### src/ssf_defs.vh
// How it works
// - lock captures first source, then drops others
// - relearn falling edge clears captured source
// - 802.1X needs global and port enable
// - EAPOL is type 888E or that address
// - EAPOL to host under 802.1X unless another check drops it; normal needs authorization
// - tagged frame dropped if port not member
// - freeze stops learning, updates and aging
// - static table entries never overwritten
// - filter enable drops table destination matches
// - filter enable drops table source matches
// - eight entries drop on destination or source
// - paired entries drop on either flagged match
// - security entry overrides conflicting table entry
`ifndef SSF_DEFS_VH
`define SSF_DEFS_VH
// ============================================================
// register byte offsets
`define SSF_OFS_GLOBAL 8'h00
`define SSF_OFS_LOCK 8'h04
`define SSF_OFS_VLAN 8'h08
`define SSF_OFS_PORT0 8'h0C
`define SSF_OFS_PORT1 8'h10
`define SSF_OFS_PORT2 8'h14
`define SSF_OFS_STATUS 8'h18
`define SSF_OFS_SEC_BASE 8'h40
`define SSF_OFS_SEC_LAST 8'h7C
// ============================================================
// field positions
`define SSF_BIT_FILTER_EN 4
`define SSF_BIT_FREEZE 5
`define SSF_BIT_DOT1X_GLB 21
`define SSF_LOCK_EN_HI 31
`define SSF_LOCK_EN_LO 29
`define SSF_RELEARN_HI 28
`define SSF_RELEARN_LO 26
`define SSF_VLAN_CHK_HI 10
`define SSF_VLAN_CHK_LO 8
`define SSF_BIT_DOT1X_PORT 11
`define SSF_BIT_AUTH 12
`define SSF_BIT_SEC_DEST 16
`define SSF_BIT_SEC_SRC 17
`define SSF_BIT_SEC_PAIR 18
// ============================================================
// reset values and constants
`define SSF_RST_GLOBAL 32'h0000_0000
`define SSF_EAPOL_TYPE 16'h888E
`define SSF_EAPOL_DEST 48'h0180C2000003
`endif

### src/ssf_port_lock.v
`timescale 1ns/1ps
`default_nettype none
// ============================================================
// single-source lock for one port: holds the captured source
module ssf_port_lock (
    // clock and reset
    input wire clk_sys,
    input wire rst_n,
    // control
    input wire lock_en,
    input wire relearn,
    // frame seen on this port
    input wire frm_hit,
    input wire [47:0] frm_src,
    // state
    output reg locked_ff,
    output reg [47:0] addr_ff,
    output wire src_bad
);
    reg relearn_ff; // previous relearn level, for edge detect

    // a captured port refuses every other source while lock_en is set
    assign src_bad = lock_en & locked_ff & (frm_src != addr_ff);

    // ========================================================
    // capture and clear
    always @(posedge clk_sys or negedge rst_n) begin
        if (!rst_n) begin
            relearn_ff <= 1'b0;
            locked_ff <= 1'b0;
            addr_ff <= 48'h0000_0000_0000;
        end else begin
            relearn_ff <= relearn;
            if (relearn_ff & ~relearn) begin
                // one-to-zero edge forgets the source
                locked_ff <= 1'b0;
            end else if (lock_en & ~locked_ff & frm_hit) begin
                // first frame after enable is the one kept
                locked_ff <= 1'b1;
                addr_ff <= frm_src;
            end
        end
    end
endmodule // ssf_port_lock
`default_nettype wire

### src/ssf_filter.v
// The register offsets and the APB register port are this design's own decisions.
`timescale 1ns/1ps
`default_nettype none
`include "ssf_defs.vh"
// ============================================================
// ingress security filter of a three-port switch core
module ssf_filter #(
    parameter NPORT = 3,
    parameter NSEC = 8
) (
    // clock and reset
    input wire clk_sys,
    input wire rst_n,
    // apb slave
    input wire psel,
    input wire penable,
    input wire pwrite,
    input wire [7:0] paddr,
    input wire [31:0] pwdata,
    output reg [31:0] prdata,
    output reg pready,
    output reg pslverr,
    // frame from forwarding engine, one-cycle strobe
    input wire frm_valid,
    input wire [1:0] frm_port,
    input wire [47:0] frm_dest,
    input wire [47:0] frm_src,
    input wire [15:0] frm_type,
    input wire frm_tagged,
    input wire frm_vlan_member,
    input wire tbl_dest_drop,
    input wire tbl_src_drop,
    // frame decision, one cycle after the strobe
    output reg dec_valid_ff,
    output reg dec_drop_ff,
    output reg dec_to_host_ff,
    output reg [1:0] dec_port_ff,
    // host transmit check
    input wire tx_valid,
    input wire [1:0] tx_port,
    input wire tx_eapol,
    output reg tx_allow_ff,
    output reg tx_done_ff,
    // address table learning
    input wire lrn_req,
    input wire [1:0] lrn_port,
    input wire lrn_static,
    output reg lrn_grant_ff,
    output reg lrn_done_ff,
    output reg age_enable_ff
);
    // control registers
    reg [31:0] glb_ff; // global switch control
    reg [31:0] lock_ff; // learning lock control
    reg [31:0] vlan_ff; // port vlan control
    reg [31:0] pmisc_ff [0:2]; // per port misc control
    reg [47:0] sec_addr_ff [0:7]; // security address entries
    reg [2:0] sec_flag_ff [0:7]; // dest, src, pair flags
    reg [2:0] drop_seen_ff; // sticky per port drop indication
    // derived
    wire [2:0] locked;
    wire [2:0] src_bad;
    wire [2:0] frm_hit;
    wire [2:0] lock_hold; // captured and still enabled: no learning
    wire freeze;
    wire filter_en;
    reg [2:0] dot1x_act;
    reg [2:0] auth;
    reg is_eapol;
    reg sec_dest_any;
    reg sec_src_any;
    reg sec_drop;
    reg tbl_drop;
    reg vlan_drop;
    reg auth_drop;
    reg nxt_drop;
    reg nxt_host;
    reg [31:0] rd_mux;
    reg rd_err;
    integer i; // loop index of the combinational decode
    integer j; // loop index of the decision register
    integer m; // loop index of the register reset
    genvar g;

    assign freeze = glb_ff[`SSF_BIT_FREEZE];
    // learning stops only once the port has kept its source
    assign lock_hold = locked & lock_ff[`SSF_LOCK_EN_HI:`SSF_LOCK_EN_LO];
    assign filter_en = glb_ff[`SSF_BIT_FILTER_EN];

    // ========================================================
    // helper functions
    // security entry hit for one address and flag
    function sec_hit;
        input [47:0] a;
        input [47:0] e;
        input f;
        begin
            sec_hit = f & (a == e);
        end
    endfunction

    // per port enable bit from a control word
    function port_bit;
        input [31:0] w;
        input [1:0] p;
        input integer lo;
        begin
            port_bit = (p < 2'd3) ? w[lo + p] : 1'b0;
        end
    endfunction

    // ========================================================
    // per port single-source lock units
    generate
        for (g = 0; g < NPORT; g = g + 1) begin : g_lock
            assign frm_hit[g] = frm_valid & (frm_port == g);
            ssf_port_lock u_lock (
                .clk_sys(clk_sys),
                .rst_n(rst_n),
                .lock_en(lock_ff[`SSF_LOCK_EN_LO + g]),
                .relearn(lock_ff[`SSF_RELEARN_LO + g]),
                .frm_hit(frm_hit[g]),
                .frm_src(frm_src),
                .locked_ff(locked[g]),
                .addr_ff(),
                .src_bad(src_bad[g])
            );
        end
    endgenerate

    // ========================================================
    // frame classification and drop combination
    always @* begin
        for (i = 0; i < 3; i = i + 1) begin
            // active only with both enables set
            dot1x_act[i] = glb_ff[`SSF_BIT_DOT1X_GLB] &
                pmisc_ff[i][`SSF_BIT_DOT1X_PORT];
            auth[i] = pmisc_ff[i][`SSF_BIT_AUTH];
        end
        // only type and destination are examined
        is_eapol = (frm_type == `SSF_EAPOL_TYPE) |
            (frm_dest == `SSF_EAPOL_DEST);
        sec_dest_any = 1'b0;
        sec_src_any = 1'b0;
        sec_drop = 1'b0;
        for (i = 0; i < NSEC; i = i + 1) begin
            // an entry with any flag set owns its address
            sec_dest_any = sec_dest_any |
                sec_hit(frm_dest, sec_addr_ff[i], |sec_flag_ff[i]);
            sec_src_any = sec_src_any |
                sec_hit(frm_src, sec_addr_ff[i], |sec_flag_ff[i]);
            // paired or single, each entry drops on its own flag
            sec_drop = sec_drop |
                sec_hit(frm_dest, sec_addr_ff[i], sec_flag_ff[i][0]) |
                sec_hit(frm_src, sec_addr_ff[i], sec_flag_ff[i][1]);
        end
        // table flags lose to a security entry on the same address
        tbl_drop = filter_en &
            ((tbl_dest_drop & ~sec_dest_any) |
             (tbl_src_drop & ~sec_src_any));
        vlan_drop = frm_tagged & ~frm_vlan_member &
            port_bit(vlan_ff, frm_port, `SSF_VLAN_CHK_LO);
        nxt_host = is_eapol & port_bit({29'h0, dot1x_act}, frm_port, 0);
        // redirected eapol bypasses the authorization drop
        auth_drop = ~nxt_host & ~port_bit({29'h0, auth}, frm_port, 0) &
            port_bit({29'h0, dot1x_act}, frm_port, 0);
        // any single condition discards the frame
        nxt_drop = sec_drop | tbl_drop | vlan_drop | auth_drop |
            port_bit({29'h0, src_bad}, frm_port, 0);
    end

    // ========================================================
    // registered frame decision
    always @(posedge clk_sys or negedge rst_n) begin
        if (!rst_n) begin
            dec_valid_ff <= 1'b0;
            dec_drop_ff <= 1'b0;
            dec_to_host_ff <= 1'b0;
            dec_port_ff <= 2'h0;
            drop_seen_ff <= 3'h0;
        end else begin
            dec_valid_ff <= frm_valid;
            if (frm_valid) begin
                // redirection to host wins only if nothing drops
                dec_drop_ff <= nxt_drop;
                dec_to_host_ff <= nxt_host & ~nxt_drop;
                dec_port_ff <= frm_port;
            end
            // set wins over a clear in the same cycle
            for (j = 0; j < 3; j = j + 1) begin
                if (frm_valid & nxt_drop & (frm_port == j)) begin
                    drop_seen_ff[j] <= 1'b1;
                end else if (psel & penable & pwrite &
                        (paddr == `SSF_OFS_STATUS) & pwdata[8 + j]) begin
                    drop_seen_ff[j] <= 1'b0;
                end
            end
        end
    end

    // ========================================================
    // host transmit check: eapol may go anywhere
    always @(posedge clk_sys or negedge rst_n) begin
        if (!rst_n) begin
            tx_allow_ff <= 1'b0;
            tx_done_ff <= 1'b0;
        end else begin
            tx_done_ff <= tx_valid;
            if (tx_valid) begin
                tx_allow_ff <= tx_eapol |
                    ~port_bit({29'h0, dot1x_act}, tx_port, 0) |
                    port_bit({29'h0, auth}, tx_port, 0);
            end
        end
    end

    // ========================================================
    // learning and aging gate toward the address table
    always @(posedge clk_sys or negedge rst_n) begin
        if (!rst_n) begin
            lrn_grant_ff <= 1'b0;
            lrn_done_ff <= 1'b0;
            age_enable_ff <= 1'b1;
        end else begin
            lrn_done_ff <= lrn_req;
            age_enable_ff <= ~freeze;
            if (lrn_req) begin
                // frozen table, static entry or locked port: no write
                lrn_grant_ff <= ~freeze & ~lrn_static &
                    ~port_bit({29'h0, lock_hold}, lrn_port, 0);
            end
        end
    end

    // ========================================================
    // apb read mux; unmapped addresses flag an error
    always @* begin
        rd_mux = 32'h0000_0000;
        rd_err = 1'b0;
        if (paddr[1:0] != 2'b00) begin
            rd_err = 1'b1;
        end else if (paddr >= `SSF_OFS_SEC_BASE &&
                paddr <= `SSF_OFS_SEC_LAST) begin
            // even word: address low, odd word: address high and flags
            if (paddr[2]) begin
                rd_mux = {13'h0000, sec_flag_ff[paddr[5:3]],
                    sec_addr_ff[paddr[5:3]][47:32]};
            end else begin
                rd_mux = sec_addr_ff[paddr[5:3]][31:0];
            end
        end else begin
            case (paddr)
                `SSF_OFS_GLOBAL: rd_mux = glb_ff;
                `SSF_OFS_LOCK: rd_mux = lock_ff;
                `SSF_OFS_VLAN: rd_mux = vlan_ff;
                `SSF_OFS_PORT0: rd_mux = pmisc_ff[0];
                `SSF_OFS_PORT1: rd_mux = pmisc_ff[1];
                `SSF_OFS_PORT2: rd_mux = pmisc_ff[2];
                `SSF_OFS_STATUS: rd_mux = {21'h0, drop_seen_ff, 5'h0, locked};
                default: rd_err = 1'b1;
            endcase
        end
    end

    // ========================================================
    // apb slave: zero wait states, write lands at access edge
    always @(posedge clk_sys or negedge rst_n) begin
        if (!rst_n) begin
            pready <= 1'b0;
            pslverr <= 1'b0;
            prdata <= 32'h0000_0000;
            glb_ff <= `SSF_RST_GLOBAL;
            lock_ff <= 32'h0000_0000;
            vlan_ff <= 32'h0000_0000;
            for (m = 0; m < 3; m = m + 1) begin
                pmisc_ff[m] <= 32'h0000_0000;
            end
            for (m = 0; m < NSEC; m = m + 1) begin
                sec_addr_ff[m] <= 48'h0000_0000_0000;
                sec_flag_ff[m] <= 3'h0;
            end
        end else begin
            // ready and answer prepared in the setup cycle
            pready <= psel & ~penable;
            pslverr <= psel & ~penable & rd_err;
            if (psel & ~penable & ~pwrite) begin
                prdata <= rd_mux;
            end
            if (psel & penable & pwrite & ~rd_err) begin
                if (paddr >= `SSF_OFS_SEC_BASE) begin
                    if (paddr[2]) begin
                        sec_addr_ff[paddr[5:3]][47:32] <= pwdata[15:0];
                        sec_flag_ff[paddr[5:3]] <= pwdata[18:16];
                    end else begin
                        sec_addr_ff[paddr[5:3]][31:0] <= pwdata;
                    end
                end else begin
                    case (paddr)
                        `SSF_OFS_GLOBAL: glb_ff <= pwdata;
                        `SSF_OFS_LOCK: lock_ff <= pwdata;
                        `SSF_OFS_VLAN: vlan_ff <= pwdata;
                        `SSF_OFS_PORT0: pmisc_ff[0] <= pwdata;
                        `SSF_OFS_PORT1: pmisc_ff[1] <= pwdata;
                        `SSF_OFS_PORT2: pmisc_ff[2] <= pwdata;
                        default: ; // status is handled above
                    endcase
                end
            end
        end
    end
endmodule // ssf_filter
`default_nettype wire

### config.mk
export PLATFORM = sky130hd
export DESIGN_NAME = ssf_filter
export DESIGN_NICKNAME = d
export VERILOG_FILES = /design/src/ssf_port_lock.v /design/src/ssf_filter.v
export VERILOG_INCLUDE_DIRS = /design/src
export SDC_FILE = /design/constraint.sdc
export NUM_CORES = 2
export LEC_CHECK = 0
export BUFFER_PORTS_ARGS = -buffer_cell sky130_fd_sc_hd__buf_4
export CORE_MARGIN = 1
export CORE_UTILIZATION = 45
export CTS_CLUSTER_DIAMETER = 100
export DETAILED_ROUTE_END_ITERATION = 7
export PLACE_DENSITY = 0.58
export SLEW_MARGIN = 20
export SYNTH_ARGS = -nofsm -noshare
export SYNTH_HDL_FRONTEND = slang
export SYNTH_SLANG_ARGS = --single-unit
export TNS_END_PERCENT = 20
### constraint.sdc
create_clock -name clk_sys -period 2.87 [get_ports clk_sys]
set_input_delay 0.7175 -clock clk_sys [delete_from_list [all_inputs] [get_ports clk_sys]]
set_output_delay 0.7175 -clock clk_sys [all_outputs]
set_load 0.03 [all_outputs]
==> results list <==
- Run status: complete, but fails checks
* Failing checks: negative setup slack
- Across every metal layer, demand over resource in global routing totals about 53%.
* Placed cells: approximately 6,400
- Final worst-path cycle share: 105%
- Along the worst hold path, the cell count comes to 1.
- In this run the tool buffered the top-level ports with 215 buffer cells.
- The internal portion of the total power is 20,600 uW.
- Number of synthesized flops with an enable pin: 0
- Routed length per placed instance: about 43 microns
- Number of synthesis warnings: 0
- CTS tree: built
- Flip-flop and latch count after synthesis: around 800
- Of the total power, combinational logic draws between 10% and 20%.
* Number of different library cells in the post-synthesis netlist: 77
- Std-Cell Rows: 117
- At the pin with the least slew margin, the transition time is between 1 and 1.5 ns.
- Cell area after technology mapping: between 40,000 and 50,000 sq um
* Peak per-stage delay on the critical path: about 0.50 ns
- Max H-tree Level: 3
* Non-filler cells in the finished layout: between 6,000 and 7,000
- The library cell used most frequently in the layout, excluding fill and tap cells, is buf_4.
- Once routing completed, OpenROAD measured the worst setup slack at -0.149 ns.
- Clock tree synthesis inserted a total of 93 buffers.
- Timing analysis after detailed placement gives a worst setup slack of -1.33 ns.
* Clk buf depth: 3
- Vias in the first global route: 41,200
* Reg-to-reg setup timing slack: -0.15 ns
* Min-delay worst type: input pin to flip-flop
- Once placement finished, the instance area stood at between 50,000 and 60,000 sq um.
- Detailed-route vias per instance: between 6 and 7
- Among all flip-flop cells after synthesis, the most frequent one is dfrtp_1.
- Setup tns final: -0.661 ns
* Post-Syn Instances: about 3,900
- The die is ~320 microns wide.
- Max frequency: 331 MHz
- Across the run, the number of max-cap violations was 0.
- For this run, design rule violations remaining after detail routing come to 0.
- For this run, the post-layout net count is 5,259.
- Among cell families on the critical path, the largest total delay comes from simple AND/OR/NAND/NOR gates.
* Clock insertion delay at the later pin of the skew report: between 0.7 and 0.8 ns
* Half-perimeter wire length after placement: 220 mm
- Power spread over the standard cell area amounts to roughly 470 nW/um^2.
- Remaining number of nets flagged by the antenna check after routing: 0
- The number of antenna violations at the first check in global routing was 27.
- The number of nets handed over by synthesis was 4,098.
- Among the stages of the critical path, the cell type that occurs most often is buf_4.
- Peak fanout along the critical path: 5
- For the finished layout, the period the worst path requires is between 3 and 4 ns.
- Die boundary height: 323 microns
- Measured against its own limit, the worst slew margin works out to between 20% and 30%.
- The first detailed-routing pass took 6 iterations.
- Worst-path cell with the longest stage delay: dfrtp_2
- In this run the static leakage power is around 0.031 uW.
- Num ports: about 220
- Final Hold Vio Count: 0
* Required time worst endpoint: around 3.5 ns
* Share of final-layout standard cells stronger than drive strength 1: around 47%
- Remaining Overflow, GRT: 0
- Overall die area: between 100,000 and 150,000 sq um
- Measured in cells, the most critical reg-to-reg path has a length of 11.
* Top library cells by usage in the layout, fill and taps aside: buf_4 (1,328), dfrtp_1 (793), xor2_1 (688)
- Clk sink count: approximately 800
- Async SR Flop Fraction: 100%
* Startpoint type of the worst setup path: flip-flop
* Wire length of the first global-routing pass: between 300 and 400 mm
- Worst-case clock skew: about 0.015 ns
* Setup repair after global routing missed its margin: yes
- After synthesis, flip-flops and latches occupy around 43% of the total area.
- Capturing element type of the critical path: flip-flop
- Largest net degree at the start of global routing: between 70 and 80
- The setup path with the least slack is of type flip-flop to flip-flop.
* Area added between synthesis and finish: 33.6%
- Clock-pin slew was measured on the worst setup and hold paths at 0.07 ns.
* Flop pwr share: between 30% and 40%
* Total non-filler cell area in the finished layout: 62,000 sq um
- Arrival time at the worst endpoint: between 3 and 4 ns
- For this configuration, the core starts out at a cell density of 45.5%.
- Number of stages on the worst setup path: 11
- Cell-by-cell trace of the critical path: xor2_1 > nor4_2 > buf_4 > nand4_1 > buf_6 > nor4_4 > a2111o_1 > and4bb_1 > nand4_4 > buf_4 > o22ai_1
* Core outline area: between 100,000 and 150,000 sq um
- In this run the clock root is driven by a clkbuf_16.
- Clock power share: around 45%
- The number of pins with negative max-slew slack in the final report was 0.
- Once layout is complete, the utilization of the core stands at 60.8%.
- Setup violations remaining at the end of the flow were counted as 5.
- Detailed routing inserted a total of ~42,000 vias.
- Across the VDD grid, the largest voltage drop is ~0.6 mV.
* Buf/Inv on CP: 3
- At the end of routability-driven placement, the weighted congestion stood at between 1 and 1.5.
- After the first detailed-routing iteration, the DRC count stood at 5,704.
* Post-synthesis area per instance: around 12 sq um
- Net switching is between 20% and 30% of the power.
- Net switching power: ~8600 uW
- DRT Wirelength: ~280 mm
synthesized netlist by cell type (3+ instances only):
library cell | number | area, sq um
o31ai_1 | 6 | 45.0
xnor2_1 | 207 | 1810
mux2_2 | 526 | 5920
nand4_1 | 107 | 669
inv_1 | 13 | 48.8
mux4_2 | 10 | 225
or3_1 | 7 | 43.8
o22ai_1 | 64 | 400
nor3_1 | 41 | 205
dfrtp_1 | 796 | 19900
o21ai_1 | 6 | 30.0
a22o_1 | 16 | 140
buf_12 | 19 | 380
a221oi_1 | 35 | 307
a31oi_1 | 30 | 188
mux2i_1 | 34 | 340
mux2_4 | 181 | 2720
nor2_1 | 73 | 274
a32oi_1 | 3 | 26.3
nand3_1 | 27 | 135
a2111oi_0 | 4 | 35.0
nor4b_1 | 9 | 78.8
xor2_1 | 704 | 6170
nand2b_1 | 4 | 25.0
nor3b_1 | 3 | 22.5
a22oi_1 | 80 | 601
o22a_1 | 10 | 87.6
buf_1 | 8 | 30.0
nor2b_1 | 10 | 62.6
buf_2 | 175 | 876
a211oi_1 | 5 | 37.5
nand2_1 | 70 | 263
nor2_8 | 8 | 160
o211ai_1 | 9 | 67.6
a21oi_1 | 46 | 230
buf_6 | 30 | 338
and2_1 | 4 | 25.0
o41ai_1 | 5 | 43.8
clkbuf_1 | 123 | 462
nor4_1 | 219 | 1370
mux2_1 | 50 | 563
nand2_4 | 7 | 78.8
o21ai_0 | 92 | 460
o221ai_1 | 7 | 61.3
cell families (layout without fill, tap and decap cells):
group	Yosys count	after routing	synth area share, %
xor+xnor	912	912	17.2
simple gates	615	615	7.89
flops	797	797	43.0
buf+inv	372	1611	4.70
compound gates	429	429	6.17
mux	801	801	21.0
other cells	0	11	0
state kept, by name, indices dropped and copies added, names as in the netlist, 32 cells and up:
register               cells
sec_addr_ff              336
pmisc_ff                  93
sec_hit.e                 48
vlan_ff                   32
lock_ff                   32
glb_ff                    32
g_lock.u_lock.addr_ff    144
prdata                    32
power groups by stage:
stage          Clock, uW  Sequential (uW)  Combinational (uW)
3_3_place_gp           0            11700                4300
6_report           13200            11500                4610
5_1_grt            13600            11500                4600
3_5_place_dp           0            11700                4300
4_1_cts            13100            11500                4380
2_1_floorplan          0            11700                1470
repair_timing:
item,4_1_cts,5_1_grt
setup buffers,1,0
resized for setup,86,2
endpoints found under the setup margin,5,5
hold buffers,1,0
pin swaps,14,1
hold endpoints to repair,25,0
final timing paths:
path,start,to
max,sec_hit.e[1]$_DFFE_PN0P_,dec_to_host_ff$_DFFE_PN0P_
max in group asynchronous,rst_n,age_enable_ff$_DFF_PN1_
min reg2reg,lock_ff[26]$_DFFE_PN0P_,g_lock[0].u_lock.relearn_ff$_DFF_PN0_
max reg2reg,sec_hit.e[1]$_DFFE_PN0P_,dec_to_host_ff$_DFFE_PN0P_
min,tx_valid,tx_done_ff$_DFF_PN0_
min in group asynchronous,rst_n,g_lock[0].u_lock.addr_ff[30]$_DFFE_PN0P_
routing by layer:
metal | vias to the layer above | GRT usage (%) | wire [microns]
li1 | 16400 | - | -
met1 | 21400 | 62.1 | 98300
met2 | 3237 | 75.9 | 115000
met3 | 1000 | 20.0 | 33800
met4 | 20 | 47.7 | 31300
met5 | - | 0.231 | 137
worst reg2reg max path, stage by stage (launching register included):
cell and delay, ns:
dfrtp_2 0.50, xor2_1 0.19, nor4_2 0.36, buf_4 0.18, nand4_1 0.46, buf_6 0.33
nor4_4 0.18, a2111o_1 0.16, and4bb_1 0.21, nand4_4 0.13, buf_4 0.13, o22ai_1 0.07
cell type report:
type | count | area [sq um]
flip-flops and latches | 797 | 19900
inverters | 13 | 48.8
clock inverters | 37 | 578
clock buffers | 136 | 2780
fillers | 8371 | 40000
repair buffers | 1425 | 11900
multi-input cells | 2757 | 25000
well taps | 1368 | 1710
diodes | 11 | 27.5
metrics by stage:
stage | hold slack, ns | power [uW]
6_report | 0.0982 | 29300
5_1_grt | 0.0914 | 29700
4_1_cts | 0.106 | 29000
3_5_place_dp | 0.409 | 16000
3_3_place_gp | 0.416 | 16000
2_1_floorplan | 0.391 | 13200
Note: power is estimated with default switching activity, not from simulation.
